### config.mk
export PLATFORM = sky130hd
export DESIGN_NAME = startup_timing_config
export DESIGN_NICKNAME = d
export VERILOG_FILES = /design/src/rtl/startup_timing_config_pkg.sv /design/src/rtl/startup_timing_config.sv
export VERILOG_INCLUDE_DIRS = /design/src /design/src/rtl
export SDC_FILE = /design/constraint.sdc
export NUM_CORES = 1
export LEC_CHECK = 0
export ABC_AREA = 1
export ABC_CLOCK_PERIOD_IN_PS = 5800
export BUFFER_PORTS_ARGS = -buffer_cell sky130_fd_sc_hd__buf_2
export CAP_MARGIN = 25
export CORE_UTILIZATION = 60
export CTS_CLUSTER_SIZE = 28
export DETAILED_ROUTE_END_ITERATION = 12
export PLACE_DENSITY = 0.81
export SKIP_CTS_REPAIR_TIMING = 1
export SLEW_MARGIN = 20
export SYNTH_ARGS = -nofsm -noshare
export SYNTH_HDL_FRONTEND = slang
export SYNTH_SLANG_ARGS = --single-unit
### constraint.sdc
create_clock -name clk_sys -period 5.8 [get_ports clk_sys]
set_input_delay 0 -clock clk_sys [delete_from_list [all_inputs] [get_ports clk_sys]]
set_output_delay 0 -clock clk_sys [all_outputs]
set_load 0.03 [all_outputs]
### src/rtl/startup_timing_config_consts.svh
`ifndef STARTUP_TIMING_CONFIG_CONSTS_SVH
`define STARTUP_TIMING_CONFIG_CONSTS_SVH
// ==========================================================================
// command codes on the management bus
`define CMD_CLEAR_FAULTS  8'h03
`define CMD_SAVE_ALL      8'h11
`define CMD_WARN_LIMIT    8'h51
`define CMD_ON_DELAY      8'h60
`define CMD_RAMP_TIME     8'h61
`define CMD_STATUS_SUM    8'h78
`define CMD_STATUS_COMM   8'h7E
// ==========================================================================
// field positions and widths
`define STS_CML_BIT       3
`define COMM_IVD_BIT      6
`define MANT_W            7
`define WARN_W            11
`define CYC_W             20
// ==========================================================================
// reset values and warning limits
`define RST_ON_DELAY      7'h00
`define RST_RAMP_TIME     7'h05
`define RST_WARN          11'h064
`define WARN_MIN          11'h064
`define WARN_MAX          11'h08C
`define WARN_OFFSET       11'h019
// ==========================================================================
// timing in ns, and the clock counts derived from it
`define CLK_PERIOD_NS     8
`define MS_NS             1000000
`define SHORT_DELAY_NS    50000
`define CYC_PER_MS        (`MS_NS / `CLK_PERIOD_NS)
`define CYC_SHORT_DELAY   ((`SHORT_DELAY_NS + `CLK_PERIOD_NS - 1) / `CLK_PERIOD_NS)
`endif

### src/rtl/startup_timing_config_pkg.sv
`include "startup_timing_config_consts.svh"
package startup_timing_config_pkg;
  // ========================================================================
  // serial slave states, gray along the path
  typedef enum logic [2:0] {
    BUS_IDLE = 3'h0,
    BUS_ADDR = 3'h1,
    BUS_ACKA = 3'h3,
    BUS_RX   = 3'h2,
    BUS_ACKR = 3'h6,
    BUS_TX   = 3'h7,
    BUS_ACKT = 3'h5
  } bus_state_t;

  // ========================================================================
  // start sequencer states
  typedef enum logic [1:0] {
    SEQ_IDLE = 2'h0,
    SEQ_DLY  = 2'h1,
    SEQ_RISE = 2'h3,
    SEQ_ON   = 2'h2
  } seq_state_t;

  // ========================================================================
  // whole state of the block
  typedef struct packed {
    logic                    scl_m;
    logic                    scl_s;
    logic                    scl_p;
    logic                    sda_m;
    logic                    sda_s;
    logic                    sda_p;
    logic                    go_m;
    logic                    go_s;
    logic [7:0]              strap_m;
    logic [7:0]              strap_s;
    logic [1:0]              initc;
    bus_state_t              bst;
    logic [3:0]              bitc;
    logic [7:0]              sh;
    logic [7:0]              txb;
    logic                    rw;
    logic [1:0]              nb;
    logic                    rdi;
    logic [7:0]              cmd;
    logic [7:0]              lo;
    logic                    sda_drv;
    logic [`MANT_W-1:0]      dly;
    logic [`MANT_W-1:0]      ramp;
    logic [`WARN_W-1:0]      warn;
    logic                    cml;
    logic                    ivd;
    logic                    nv_save;
    seq_state_t              sst;
    logic [`CYC_W-1:0]       cyc;
    logic [`MANT_W-1:0]      ms;
  } state_t;
endpackage

### src/rtl/startup_timing_config.sv
`timescale 1ns/1ps
`include "startup_timing_config_consts.svh"
module startup_timing_config #(
  parameter logic [6:0]  DEV_ADDR  = 7'h24,            // arbitrary bus address
  parameter int          CYC_MS    = `CYC_PER_MS,      // clocks per millisecond
  parameter int          CYC_SHORT = `CYC_SHORT_DELAY  // clocks for the 50 us delay
) (
  input  wire logic                clk_sys,            // 125 MHz system clock
  input  wire logic                nrst,               // async reset, active low
  input  wire logic                scl,                // bus clock pin
  input  wire logic                sda_in,             // bus data pin level
  output wire logic                sda_out,            // bus data drive value
  output wire logic                sda_oe_n,           // low while pulling data low
  output wire logic                alert_out,          // alert drive value
  output wire logic                alert_oe_n,         // low while alert is asserted
  input  wire logic                start_req,          // start condition pin
  input  wire logic                ss_strap_en,        // soft-start strap detect pin
  input  wire logic [6:0]          ss_strap_mant,      // decoded strap mantissa pins
  input  wire logic [10:0]         overtemp_fault_threshold, // fault limit mantissa
  input  wire logic [6:0]          ramp_timeout_limit, // timeout limit mantissa
  input  wire logic                nv_restore_valid,   // restored values present
  input  wire logic [6:0]          nv_delay,           // restored delay mantissa
  input  wire logic [6:0]          nv_ramp,            // restored ramp mantissa
  output wire logic                nv_save,            // one-cycle store pulse
  output wire logic [6:0]          power_on_delay,     // delay mantissa register
  output wire logic [6:0]          output_ramp_time,   // ramp mantissa register
  output wire logic [10:0]         overtemp_warning_threshold, // warning mantissa
  output wire logic                comm_fault,         // summary cml flag
  output wire logic                invalid_data,       // comm status ivd flag
  output wire logic                delay_active,       // waiting power-on delay
  output wire logic                ramp_active,        // output ramp in progress
  output wire logic                output_on           // ramp complete
);

  startup_timing_config_pkg::state_t s;
  startup_timing_config_pkg::state_t next_s;
  logic                               commit;
  logic [15:0]                        wval;

  // ========================================================================
  // bucket mapping of a mantissa to effective milliseconds
  function automatic logic [6:0] eff_ms(input logic [6:0] m, input logic is_ramp);
    logic [6:0] r;
    r = 7'h64;
    if (m == 7'h00) r = is_ramp ? 7'h01 : 7'h00;
    else if (m <= 7'h06) r = m;
    else if (m <= 7'h09) r = 7'h07;
    else if (m <= 7'h0C) r = 7'h0A;
    else if (m <= 7'h11) r = 7'h0E;
    else if (m <= 7'h16) r = 7'h13;
    else if (m <= 7'h20) r = 7'h1B;
    else if (m <= 7'h2C) r = 7'h25;
    else if (m <= 7'h3E) r = 7'h34;
    else if (m <= 7'h56) r = 7'h48;
    return r;
  endfunction

  // readback word for a command, fixed bits read zero
  function automatic logic [15:0] rd_word(input startup_timing_config_pkg::state_t q);
    logic [15:0] w;
    w = 16'h0000;
    unique case (q.cmd)
      `CMD_WARN_LIMIT:  w = {5'h00, q.warn};
      `CMD_ON_DELAY:    w = {9'h000, q.dly};
      `CMD_RAMP_TIME:   w = {9'h000, q.ramp};
      `CMD_STATUS_SUM:  w = 16'(q.cml) << `STS_CML_BIT;
      `CMD_STATUS_COMM: w = 16'(q.ivd) << `COMM_IVD_BIT;
      default:          w = 16'h0000;
    endcase
    return w;
  endfunction

  // ========================================================================
  // next-state logic
  always_comb begin
    logic       scl_rise;
    logic       scl_fall;
    logic       bus_start;
    logic       bus_stop;
    logic       set_cml;
    logic       set_ivd;
    logic       clr;
    logic       seq_done;
    logic [15:0] rw_word;
    next_s    = s;
    commit    = 1'b0;
    wval      = 16'h0000;
    set_cml   = 1'b0;
    set_ivd   = 1'b0;
    clr       = 1'b0;
    rw_word   = rd_word(s);
    scl_rise  = s.scl_s & ~s.scl_p;
    scl_fall  = ~s.scl_s & s.scl_p;
    bus_start = s.scl_s & s.scl_p & s.sda_p & ~s.sda_s;
    bus_stop  = s.scl_s & s.scl_p & ~s.sda_p & s.sda_s;
    seq_done  = (s.cyc == `CYC_W'(1)) && (s.ms <= 7'h01);
    // two-flop synchronisers, then an edge copy
    next_s.scl_m   = scl;
    next_s.scl_s   = s.scl_m;
    next_s.scl_p   = s.scl_s;
    next_s.sda_m   = sda_in;
    next_s.sda_s   = s.sda_m;
    next_s.sda_p   = s.sda_s;
    next_s.go_m    = start_req;
    next_s.go_s    = s.go_m;
    next_s.strap_m = {ss_strap_en, ss_strap_mant};
    next_s.strap_s = s.strap_m;
    next_s.nv_save = 1'b0;

    // power-up load: restore, then strap, then derived warning default
    if (s.initc != 2'h3) begin
      next_s.initc = s.initc + 2'h1;
      if (s.initc == 2'h2) begin
        if (nv_restore_valid) begin
          next_s.dly  = nv_delay;
          next_s.ramp = nv_ramp;
        end
        if (s.strap_s[7]) next_s.ramp = s.strap_s[6:0];
        next_s.warn = (overtemp_fault_threshold >= `WARN_MIN + `WARN_OFFSET) ?
                      overtemp_fault_threshold - `WARN_OFFSET : `WARN_MIN;
      end
    end

    // serial slave
    if (bus_start) begin
      next_s.bst     = startup_timing_config_pkg::BUS_ADDR;
      next_s.bitc    = 4'h0;
      next_s.sda_drv = 1'b0;
    end else if (bus_stop) begin
      next_s.bst     = startup_timing_config_pkg::BUS_IDLE;
      next_s.sda_drv = 1'b0;
    end else if (scl_rise) begin
      unique case (s.bst)
        startup_timing_config_pkg::BUS_ADDR,
        startup_timing_config_pkg::BUS_RX: begin
          next_s.sh   = {s.sh[6:0], s.sda_s};
          next_s.bitc = s.bitc + 4'h1;
        end
        startup_timing_config_pkg::BUS_TX:   next_s.bitc = s.bitc + 4'h1;
        startup_timing_config_pkg::BUS_ACKT: next_s.rdi  = ~s.sda_s;
        default: ;
      endcase
    end else if (scl_fall) begin
      unique case (s.bst)
        startup_timing_config_pkg::BUS_ADDR: begin
          if (s.bitc == 4'h8) begin
            if (s.sh[7:1] == DEV_ADDR) begin
              next_s.bst     = startup_timing_config_pkg::BUS_ACKA;
              next_s.sda_drv = 1'b1;
              next_s.rw      = s.sh[0];
            end else begin
              next_s.bst = startup_timing_config_pkg::BUS_IDLE;
            end
          end
        end
        startup_timing_config_pkg::BUS_ACKA: begin
          next_s.bitc = 4'h0;
          if (s.rw) begin
            next_s.bst     = startup_timing_config_pkg::BUS_TX;
            next_s.txb     = rw_word[7:0];
            next_s.sda_drv = ~rw_word[7];
            next_s.rdi     = 1'b0;
          end else begin
            next_s.bst     = startup_timing_config_pkg::BUS_RX;
            next_s.sda_drv = 1'b0;
            next_s.nb      = 2'h0;
          end
        end
        startup_timing_config_pkg::BUS_RX: begin
          if (s.bitc == 4'h8) begin
            next_s.bst     = startup_timing_config_pkg::BUS_ACKR;
            next_s.sda_drv = 1'b1;
            if (s.nb != 2'h3) next_s.nb = s.nb + 2'h1;
            unique case (s.nb)
              2'h0: begin
                next_s.cmd = s.sh;
                if (s.sh == `CMD_SAVE_ALL) next_s.nv_save = 1'b1;
                if (s.sh == `CMD_CLEAR_FAULTS) clr = 1'b1;
              end
              2'h1: next_s.lo = s.sh;
              2'h2: begin
                commit = 1'b1;
                wval   = {s.sh, s.lo};
              end
              default: ;
            endcase
          end
        end
        startup_timing_config_pkg::BUS_ACKR: begin
          next_s.bst     = startup_timing_config_pkg::BUS_RX;
          next_s.bitc    = 4'h0;
          next_s.sda_drv = 1'b0;
        end
        startup_timing_config_pkg::BUS_TX: begin
          if (s.bitc == 4'h8) begin
            next_s.bst     = startup_timing_config_pkg::BUS_ACKT;
            next_s.sda_drv = 1'b0;
          end else begin
            next_s.txb     = {s.txb[6:0], 1'b0};
            next_s.sda_drv = ~s.txb[6];
          end
        end
        startup_timing_config_pkg::BUS_ACKT: begin
          if (s.rdi) begin
            next_s.bst     = startup_timing_config_pkg::BUS_TX;
            next_s.bitc    = 4'h0;
            next_s.txb     = rw_word[15:8];
            next_s.sda_drv = ~rw_word[15];
          end else begin
            next_s.bst = startup_timing_config_pkg::BUS_IDLE;
          end
        end
        default: ;
      endcase
    end

    // register writes; exponent and upper mantissa bits are dropped
    if (commit) begin
      unique case (s.cmd)
        `CMD_WARN_LIMIT: begin
          if (wval[10:0] >= `WARN_MIN && wval[10:0] <= `WARN_MAX &&
              wval[10:0] < overtemp_fault_threshold) begin
            next_s.warn = wval[10:0];
          end else begin
            set_cml = 1'b1;
            set_ivd = 1'b1;
          end
        end
        `CMD_ON_DELAY: next_s.dly = wval[6:0];
        `CMD_RAMP_TIME: begin
          if (ramp_timeout_limit != 7'h00 && wval[6:0] > ramp_timeout_limit) begin
            set_cml = 1'b1;
            set_ivd = 1'b1;
          end else begin
            next_s.ramp = wval[6:0];
          end
        end
        default: set_cml = 1'b1;
      endcase
    end
    // a flag set in the same cycle as a clear survives
    next_s.cml = (s.cml & ~clr) | set_cml;
    next_s.ivd = (s.ivd & ~clr) | set_ivd;

    // start sequencer: delay, then ramp, then on
    if (s.cyc != `CYC_W'(0)) next_s.cyc = s.cyc - `CYC_W'(1);
    if (s.cyc == `CYC_W'(1) && s.ms > 7'h01) begin
      next_s.ms  = s.ms - 7'h01;
      next_s.cyc = `CYC_W'(CYC_MS);
    end
    if (!s.go_s) begin
      next_s.sst = startup_timing_config_pkg::SEQ_IDLE;
      next_s.cyc = `CYC_W'(0);
    end else begin
      unique case (s.sst)
        startup_timing_config_pkg::SEQ_IDLE: begin
          if (s.initc == 2'h3) begin
            next_s.sst = startup_timing_config_pkg::SEQ_DLY;
            next_s.ms  = eff_ms(s.dly, 1'b0);
            next_s.cyc = (s.dly == 7'h00) ? `CYC_W'(CYC_SHORT) : `CYC_W'(CYC_MS);
          end
        end
        startup_timing_config_pkg::SEQ_DLY: begin
          if (seq_done) begin
            next_s.sst = startup_timing_config_pkg::SEQ_RISE;
            next_s.ms  = eff_ms(s.ramp, 1'b1);
            next_s.cyc = `CYC_W'(CYC_MS);
          end
        end
        startup_timing_config_pkg::SEQ_RISE: begin
          if (seq_done) next_s.sst = startup_timing_config_pkg::SEQ_ON;
        end
        startup_timing_config_pkg::SEQ_ON: ;
      endcase
    end
  end

  // ========================================================================
  // state register
  always_ff @(posedge clk_sys or negedge nrst) begin
    if (!nrst) begin
      s         <= '0;
      s.bst     <= startup_timing_config_pkg::BUS_IDLE;
      s.sst     <= startup_timing_config_pkg::SEQ_IDLE;
      s.dly     <= `RST_ON_DELAY;
      s.ramp    <= `RST_RAMP_TIME;
      s.warn    <= `RST_WARN;
    end else begin
      s <= next_s;
    end
  end

  // ========================================================================
  // outputs
  assign sda_out      = 1'b0;
  assign sda_oe_n     = ~s.sda_drv;
  assign alert_out    = 1'b0;
  assign alert_oe_n   = ~s.cml;
  assign nv_save      = s.nv_save;
  assign power_on_delay             = s.dly;
  assign output_ramp_time           = s.ramp;
  assign overtemp_warning_threshold = s.warn;
  assign comm_fault   = s.cml;
  assign invalid_data = s.ivd;
  assign delay_active = (s.sst == startup_timing_config_pkg::SEQ_DLY);
  assign ramp_active  = (s.sst == startup_timing_config_pkg::SEQ_RISE);
  assign output_on    = (s.sst == startup_timing_config_pkg::SEQ_ON);

  // ========================================================================
  // checks
  a_warn_in_range: assert property (@(posedge clk_sys) disable iff (!nrst)
    commit && s.cmd == `CMD_WARN_LIMIT && wval[10:0] < `WARN_MIN
    |=> s.cml && s.ivd && $stable(s.warn)) else $error("low warning limit accepted");
  a_ramp_reject: assert property (@(posedge clk_sys) disable iff (!nrst)
    commit && s.cmd == `CMD_RAMP_TIME && ramp_timeout_limit != 7'h00 &&
    wval[6:0] > ramp_timeout_limit |=> s.cml && s.ivd && !alert_oe_n && $stable(s.ramp))
    else $error("ramp write over limit not rejected");
  a_ramp_nolimit: assert property (@(posedge clk_sys) disable iff (!nrst)
    commit && s.cmd == `CMD_RAMP_TIME && ramp_timeout_limit == 7'h00
    |=> s.ramp == $past(wval[6:0])) else $error("ramp write dropped with zero limit");
  a_delay_store: assert property (@(posedge clk_sys) disable iff (!nrst)
    commit && s.cmd == `CMD_ON_DELAY |=> s.dly == $past(wval[6:0]))
    else $error("delay write not stored");
  a_save_pulse: assert property (@(posedge clk_sys) disable iff (!nrst)
    s.bst == startup_timing_config_pkg::BUS_RX && s.nb == 2'h0 && s.bitc == 4'h8 &&
    ~s.scl_s && s.scl_p && s.sh == `CMD_SAVE_ALL && !(s.scl_s & s.scl_p)
    |=> nv_save ##1 !nv_save) else $error("save pulse wrong");
  a_delay_bucket: assert property (@(posedge clk_sys) disable iff (!nrst)
    $rose(delay_active) |-> s.ms == eff_ms(s.dly, 1'b0) &&
    (s.dly == 7'h00 ? s.cyc == `CYC_W'(CYC_SHORT) : s.cyc == `CYC_W'(CYC_MS)))
    else $error("delay bucket wrong");
  a_ramp_bucket: assert property (@(posedge clk_sys) disable iff (!nrst)
    $rose(ramp_active) |-> s.ms == eff_ms(s.ramp, 1'b1) && s.ms != 7'h00)
    else $error("ramp bucket wrong");
  a_order_seq: assert property (@(posedge clk_sys) disable iff (!nrst)
    $rose(ramp_active) |-> $past(delay_active) && !output_on)
    else $error("ramp began without delay");
  a_readback_zero: assert property (@(posedge clk_sys) disable iff (!nrst)
    s.bst == startup_timing_config_pkg::BUS_ACKT && s.rdi && s.cmd == `CMD_ON_DELAY &&
    ~s.scl_s && s.scl_p |=> s.txb == 8'h00) else $error("fixed bits read nonzero");
  a_warn_bounds: assert property (@(posedge clk_sys) disable iff (!nrst)
    s.initc == 2'h3 && overtemp_fault_threshold <= 11'h0A5
    |-> s.warn >= `WARN_MIN && s.warn <= `WARN_MAX) else $error("warning out of range");

endmodule

==> results by group, run 1 <==
Yosys
  – Synth top cells by count: nand2_1, inv_1, dfrtp_1
  – Most area-consuming cells after synthesis: dfrtp_1, nand2_1, inv_1
  – Post-synth EDFFs: 0
  – Sequential-to-total area share from yosys stat: 0.390
  – Synth Flop Type: dfrtp_1
  – Synth area leader: dfrtp_1
  – Count of different cell masters after synthesis: 49
  – Synth top area share: 0.374
  – Synth Instances: 1,092
  – Top-count cell post-synth: nand2_1
  – Area of the mapped netlist: 8090 µm²
  – Yosys warns: 0
  – Asr flop ratio synth: 1.00
  – Avg Cell Area, Syn: 7.41 µm²
  – Synthesized flop and latch total: 126

Worst setup path
  – CP Launch Point: s[75]$_DFFE_PN0P_
  – Reg2reg start: s[75]$_DFFE_PN0P_
  – WP data required: 6.10 ns
  – Worst path arrival time: 3.94 ns
  – Crit. End Element: register
  – Crit-path max FO: 13
  – Startpoint types: register
  – Critical path class: register to register

Pwr
  – Power Total: 2.50 mW
  – Leak Pwr: between 4 and 5 nW
  – Worst VDD drop: between 0.2 and 0.3 mV
  – PD cells: 272 nW/µm²

Place
  – Gpl congestion: ~0.95
  – PortBufs: 78
  – Dpl hpwl: 15,300 µm

Routing
  – Routed WL: between 20,000 and 25,000 µm
  – Detail Route Antenna Nets: 0
  – DRC viols: 0
  – WL per Instance: 15.6 µm
  – Via density: 5.72
  – Starting DRC count in detailed routing: around 670
  – Vias: between 7,000 and 8,000
  – Drt first pass iters: 8

STA
  – Tcrit/Tclk final: 0.628
  – Unrepaired setup endpoints after global routing: false
  – Worst slew pin tran: roughly 1 ns
  – Pins Over Slew Limit: 0
  – Maximum clock rate: 275 MHz
  – Setup TNS: 0 ns
  – Endpoints failing setup: 0
  – Tmin final: 3.64 ns
  – Final Hold Fails: 0
  – Clock skew: 0.0148 ns
  – Relative slew slack: 0.328

Finish
  – Diode count: 0
  – Final net count: 1,251
  – Layout area overhead: 13.7%
  – Share of layout cells above drive strength 1: 0.133

Floorplan
  – Die Y: 118 µm
  – Rows: 42
  – Die Area: 14,000 µm²
  – Placeable Area: 13,200 µm²
  – I/O Pins: 81
  – Die W: 118 µm
  – Initial core utilization: 0.614

Global routing
  – Gr ovfl total: 0
  – GR Util All Layers: 0.309
  – Initial antenna violation count: 0
  – Vias in the first global route: 7,301
  – First-pass GRT wire length: 34,300 µm
  – Largest net degree at the start of global routing: 65

Clocking
  – CTS max path bufs: 2
  – TritonCTS Buffers: 17
  – Clock transition at path regs: 0.06 ns
  – TritonCTS clock tree: built
  – Clock tree root driver cell: clkbuf_16
  – Worst-Skew Late Latency: 0.43 ns
  – CTS sink count: 126
  – H-tree depth reported by CTS: 4

Status
  – Status: finished, final reports clean

Hold path
  – Hold path start: nv_ramp[5]
  – Min-Delay Path Class: input pin to register

Run
  – # Max-Cap Violations: 0
==> critical path, cell delays in order, from the launching register on <==
cell     delay [ns]
dfrtp_1        0.41
inv_1          0.14
ha_1           0.16
nand4_1        0.15
nor2_2         0.47
inv_1          0.15
nor3_1         0.60
ha_1           0.39
nand2_1        0.12
nor2_1         0.06
a31oi_1        0.22
nand2_1        0.12
nand2_1        0.30
nand2_1        0.08
o21ai_1        0.09
inv_1          0.06
==> through the flow <==
| stage | utilization | setup WS [ns] | hold slack, ns | instances | cell area [µm²] |
|---|---|---|---|---|---|
| final | 0.697 | 2.16 | 0.00182 | 1360 | 9200 |
| after detailed placement | 0.641 | 2.38 | 0.109 | 1308 | 8450 |
| after global routing | 0.697 | 1.85 | 0.00921 | 1360 | 9200 |
| after CTS | 0.682 | 2.32 | -0.328 | 1340 | 9000 |
| after floorplan | - | 3.17 | -0.296 | 1093 | 8100 |
| after global placement | 0.641 | 2.57 | 0.109 | 1308 | 8450 |
==> report_power, final <==
part	total, mW	switching, mW	leakage [nW]	internal, mW
registers	1.05	0.0936	1.58	0.957
logic	0.452	0.302	2.83	0.150
clock network	0.999	0.409	0.267	0.590
total	2.50	0.804	4.67	1.70
==> sequential cells by signal, indices dropped and copies added (netlist names) <==
name / count
s: 85
next_s: 13
overtemp_warning_threshold: 11
output_ramp_time: 7
power_on_delay: 7
comm_fault: 1
invalid_data: 1
nv_save: 1
==> cells by family (layout without fill, tap and decap cells) <==
kind of cell	Yosys count	in the layout	synth area share
AND/OR/NAND/NOR	492	492	0.270
buffers and inverters	208	299	0.111
AO/OA/AOI/OAI	205	205	0.147
flip-flops	126	126	0.390
adder cells (fa/ha/maj)	34	34	0.0526
XOR/XNOR	25	25	0.0271
other	1	2	0.000463
multiplexers	1	1	0.00124
==> layout by cell type, fill, tap and decap left out, types with 16 or more instances in the layout <==
master and instances:
dfrtp_1 121, nand4_1 28, buf_2 77, ha_1 34, o211ai_1 16, dlygate4sd3_1 20, o21ai_0 86, nor2_1 99
inv_1 155, nand3_1 69, clkbuf_16 17, nor3_1 18, a21oi_1 47, xor2_1 22, nand2_1 239
==> routing by layer <==
metal  share of wire  vias to the layer above  global-route usage
li1                -                     3750                   -
met1            0.42                     3613               0.407
met2            0.48                      362               0.508
met3           0.079                       57              0.0627
met4           0.026                        0               0.109
met5               0                        -                   0
==> final timing paths <==
check | end | slack, ns | cells after the start
max | output_ramp_time[6]$_DFF_PN0_ | 2.16 | 15
min | output_ramp_time[5]$_DFF_PN0_ | 0.002 | 5
max reg2reg | output_ramp_time[6]$_DFF_PN0_ | 2.16 | 15
min reg2reg | s[107]$_DFF_PN0_ | 0.35 | 0
max in group asynchronous | s[108]$_DFF_PN0_ | 4.29 | 3
min in group asynchronous | s[23]$_DFF_PN0_ | 0.22 | 2
==> cell type report <==
class / count / area (µm²)
inverters: 167 / 627
multi-input cells: 759 / 4040
repair buffers: 100 / 608
flip-flops and latches: 126 / 3160
well taps: 176 / 220
fillers: 1088 / 3990
clock buffers: 19 / 433
clock inverters: 13 / 118
Power figures use the tool's default switching activity.
==> inputs of run 2 (changes only) <==
--- a/config.mk
+++ b/config.mk
@@ -6,14 +6,14 @@
 export SDC_FILE = /design/constraint.sdc
 export NUM_CORES = 1
 export LEC_CHECK = 0
-export ABC_AREA = 1
-export ABC_CLOCK_PERIOD_IN_PS = 5800
+export ABC_AREA = 0
+export ABC_CLOCK_PERIOD_IN_PS = 2900
 export BUFFER_PORTS_ARGS = -buffer_cell sky130_fd_sc_hd__buf_2
 export CAP_MARGIN = 25
-export CORE_UTILIZATION = 60
+export CORE_UTILIZATION = 54
 export CTS_CLUSTER_SIZE = 28
 export DETAILED_ROUTE_END_ITERATION = 12
-export PLACE_DENSITY = 0.81
+export PLACE_DENSITY = 0.77
 export SKIP_CTS_REPAIR_TIMING = 1
 export SLEW_MARGIN = 20
 export SYNTH_ARGS = -nofsm -noshare
==> constraint.sdc (replaced) <==
create_clock -name clk_sys -period 2.9 [get_ports clk_sys]
set_input_delay 0 -clock clk_sys [delete_from_list [all_inputs] [get_ports clk_sys]]
set_output_delay 0 -clock clk_sys [all_outputs]
set_load 0.03 [all_outputs]
==> run 2 against run 1 <==
- the flow now finishes with violations (negative hold slack, negative setup slack)
- clock power is 130% higher
- largest cell class unchanged
- critical endpoint is now overtemp_warning_threshold[4]$_DFF_PN0_
- worst setup slack worse by 2.5 ns
- clock skew is 0.0078 ns lower
- fmax is 14% higher
- critical path type unchanged
- worst hold slack worse by 0.012 ns
==> results by group, run 2 <==
Status
  – Status: complete, but fails checks (was finished, final reports clean)
  – Failing checks: negative hold slack, negative setup slack

Yosys
  – Synth Flop Type: dfrtp_1 (unchanged)
  – Most area-consuming cells after synthesis: dfrtp_1, ha_1, mux2_2 (was dfrtp_1, nand2_1, inv_1)
  – Synth Instances: 856 (was 1,092)
  – Sequential-to-total area share from yosys stat: 0.398 (was 0.390)
  – Xor/xnor share of the synthesized area: 0.0374 (was 0.0271)
  – Count of different cell masters after synthesis: 82 (was 49)
  – Synth area leader: dfrtp_1 (unchanged)
  – Asr flop ratio synth: 1.00 (unchanged)
  – Top-count cell post-synth: dfrtp_1 (was nand2_1)
  – Area of the mapped netlist: 7930 µm² (was 8090 µm²)
  – Largest family of logic cells by synthesized area: simple AND/OR/NAND/NOR gates (unchanged)
  – Mux contribution to synthesized area: 0.0737 (was 0.00124)
  – Avg Cell Area, Syn: 9.27 µm² (was 7.41 µm²)
  – Synthesized flop and latch total: 126 (unchanged)
  – Yosys warns: 0 (unchanged)
  – Synth top area share: 0.382 (was 0.374)
  – Synth top cells by count: dfrtp_1, nand2_1, nor2_1 (was nand2_1, inv_1, dfrtp_1)
  – Simple-Gate Fraction of Synth Area: 0.199 (was 0.270)
  – Adder-cell share of the synthesized area: 0.0549 (was 0.0526)
  – Post-synth EDFFs: 0 (unchanged)
  – Post-synthesis compound-gate area fraction: 0.167 (was 0.147)

STA
  – Worst hold margin: -0.0102 ns (was 0.00182 ns)
  – Setup TNS: -3.44 ns (was 0 ns)
  – Relative slew slack: 0.443 (was 0.328)
  – Tcrit/Tclk final: 1.10 (was 0.628)
  – Unrepaired setup endpoints after global routing: true (was false)
  – Worst setup slack after layout: -0.303 ns (was 2.16 ns)
  – Worst slew pin tran: 0.835 ns (was 0.999 ns)
  – Endpoints failing setup: 20 (was 0)
  – Clock skew: 0.00696 ns (was 0.0148 ns)
  – Final Hold Fails: 1 (was 0)
  – Pins Over Slew Limit: 0 (unchanged)
  – Maximum clock rate: 312 MHz (was 275 MHz)
  – Tmin final: 3.20 ns (was 3.64 ns)

Worst setup path
  – CP Launch Point: s[98]$_DFFE_PN0P_ (was s[75]$_DFFE_PN0P_)
  – Reg2reg start: s[98]$_DFFE_PN0P_ (was s[75]$_DFFE_PN0P_)
  – Crit. End Element: register (unchanged)
  – Startpoint types: register (unchanged)
  – WP data required: 3.22 ns (was 6.10 ns)
  – Crit-path max FO: 8 (was 13)
  – Worst path arrival time: 3.52 ns (was 3.94 ns)
  – Critical path class: register to register (unchanged)

Global routing
  – Vias in the first global route: 6,656 (was 7,301)
  – Gr ovfl total: 0 (unchanged)
  – Largest net degree at the start of global routing: 65 (unchanged)
  – Initial antenna violation count: 0 (unchanged)
  – First-pass GRT wire length: 33,300 µm (was 34,300 µm)
  – GR Util All Layers: 0.289 (was 0.309)

Clocking
  – TritonCTS clock tree: built (unchanged)
  – Clock transition at path regs: 0.06 ns (about the same)
  – Worst-Skew Late Latency: 0.43 ns (about the same)
  – CTS max path bufs: 2 (unchanged)
  – TritonCTS Buffers: 17 (unchanged)
  – CTS sink count: 126 (unchanged)
  – Clock tree root driver cell: clkbuf_16 (unchanged)
  – H-tree depth reported by CTS: 4 (unchanged)

Finish
  – Biggest register: s (unchanged)
  – Diode count: 0 (unchanged)
  – Layout area overhead: 21.4% (was 13.7%)
  – Final Instance Area: 9630 µm² (was 9200 µm²)
  – Filler instances: 1,048 (was 1,088)
  – Final net count: 1,041 (was 1,251)
  – Finished Layout Cells: 1,154 (was 1,360)
  – Share of layout cells above drive strength 1: 0.272 (was 0.133)
  – Most common library cell in the layout ignoring fill and taps: dfrtp_1 (was nand2_1)
  – Commonest cells after routing, fill and taps aside: dfrtp_1, nand2_1, buf_2 (was nand2_1, inv_1, dfrtp_1)
  – Max reg flops: 85 (unchanged)

Run
  – # Max-Cap Violations: 0 (unchanged)

Place
  – Cells after DPL: 1,104 (was 1,308)
  – PortBufs: 78 (unchanged)
  – DP Area: 8740 µm² (was 8450 µm²)
  – Dpl hpwl: 14,600 µm (was 15,300 µm)
  – Gpl congestion: 0.959 (was 0.950)

Routing
  – Routed WL: 21,200 µm (was 21,300 µm)
  – Via density: 6.12 (was 5.72)
  – WL per Instance: 18.4 µm (was 15.6 µm)
  – Drt first pass iters: 5 (was 8)
  – Vias: 7,057 (was 7,782)
  – DRC viols: 0 (unchanged)
  – Detail Route Antenna Nets: 0 (unchanged)
  – Starting DRC count in detailed routing: 586 (was 668)

Floorplan
  – Rows: 43 (was 42)
  – Initial core utilization: 0.563 (was 0.614)
  – Die W: 123 µm (was 118 µm)
  – Die Area: 15,200 µm² (was 14,000 µm²)
  – I/O Pins: 81 (unchanged)
  – Placeable Area: 14,100 µm² (was 13,200 µm²)
  – Die Y: 123 µm (was 118 µm)

Pwr
  – PD cells: 530 nW/µm² (was 272 nW/µm²)
  – Leak Pwr: 4.40 nW (was 4.67 nW)
  – Worst VDD drop: 0.459 mV (was 0.255 mV)
  – Power Total: 5.11 mW (was 2.50 mW)

Hold path
  – Min-Delay Path Class: input pin to register (unchanged)
  – Hold path start: overtemp_fault_threshold[6] (was nv_ramp[5])
run 2: area by class of cell:
type,instances,area (µm²),share of cell area
Multi-Input combinational cell,618,4410,0.458
Sequential cell,126,3160,0.328
Timing Repair Buffer,153,1020,0.106
Clock buffer,18,429,0.0446
Tap cell,180,225,0.0234
Clock inverter,14,209,0.0217
Inverter,45,169,0.0175
run 2: where the power goes:
| part | internal (mW) | total (mW) | switching [mW] | leakage, nW |
|---|---|---|---|---|
| Combinational | 0.329 | 0.752 | 0.423 | 2.51 |
| Clock | 1.46 | 2.31 | 0.859 | 0.307 |
| Sequential | 1.88 | 2.04 | 0.156 | 1.58 |
run 2: worst paths after layout:
path	endpoint	slack, ns	depth (start not counted)
hold reg to reg	s[104]$_DFF_PN0_	0.35	0
setup reg to reg	overtemp_warning_threshold[4]$_DFF_PN0_	-0.30	12
min in group asynchronous	s[4]$_DFF_PN0_	0.22	2
hold / removal	overtemp_warning_threshold[6]$_DFF_PN1_	-0.01	4
max in group asynchronous	overtemp_warning_threshold[5]$_DFF_PN1_	1.81	3
setup / recovery	overtemp_warning_threshold[4]$_DFF_PN0_	-0.30	12
run 2: per-stage QoR:
stage / utilization / setup WS, ns
CTS: 0.666 / -0.372
finish: 0.683 / -0.303
global placement: 0.620 / -0.258
global route: 0.683 / -0.435
floorplan: - / -0.254
detailed placement: 0.620 / -0.347
run 2: logic make-up (layout without fill, tap and decap cells):
kind of cell	count (synthesis)	after routing
XOR/XNOR	33	33
multiplexers	52	52
buffers and inverters	113	230
AO/OA/AOI/OAI	190	190
AND/OR/NAND/NOR	306	306
flip-flops	126	126
adder cells (fa/ha/maj)	35	35
other	1	2
run 2: critical path, cell delays in order (launching register included):
cell,delay [ns]
dfrtp_1,0.38
or3b_4,0.42
a211oi_2,0.24
buf_4,0.18
and3_1,0.16
ha_1,0.23
and4b_1,0.20
o41ai_2,0.19
o2111ai_1,0.14
a31oi_1,0.27
o2111ai_2,0.21
buf_6,0.18
mux2_4,0.29
run 2: layer usage:
metal  track usage  vias up  routed length [µm]
met5             0        -                   0
met4         0.104        0                 528
met3        0.0724       47                1370
met2         0.465      288               10200
met1         0.378     3435                9050
li1              -     3287                   -
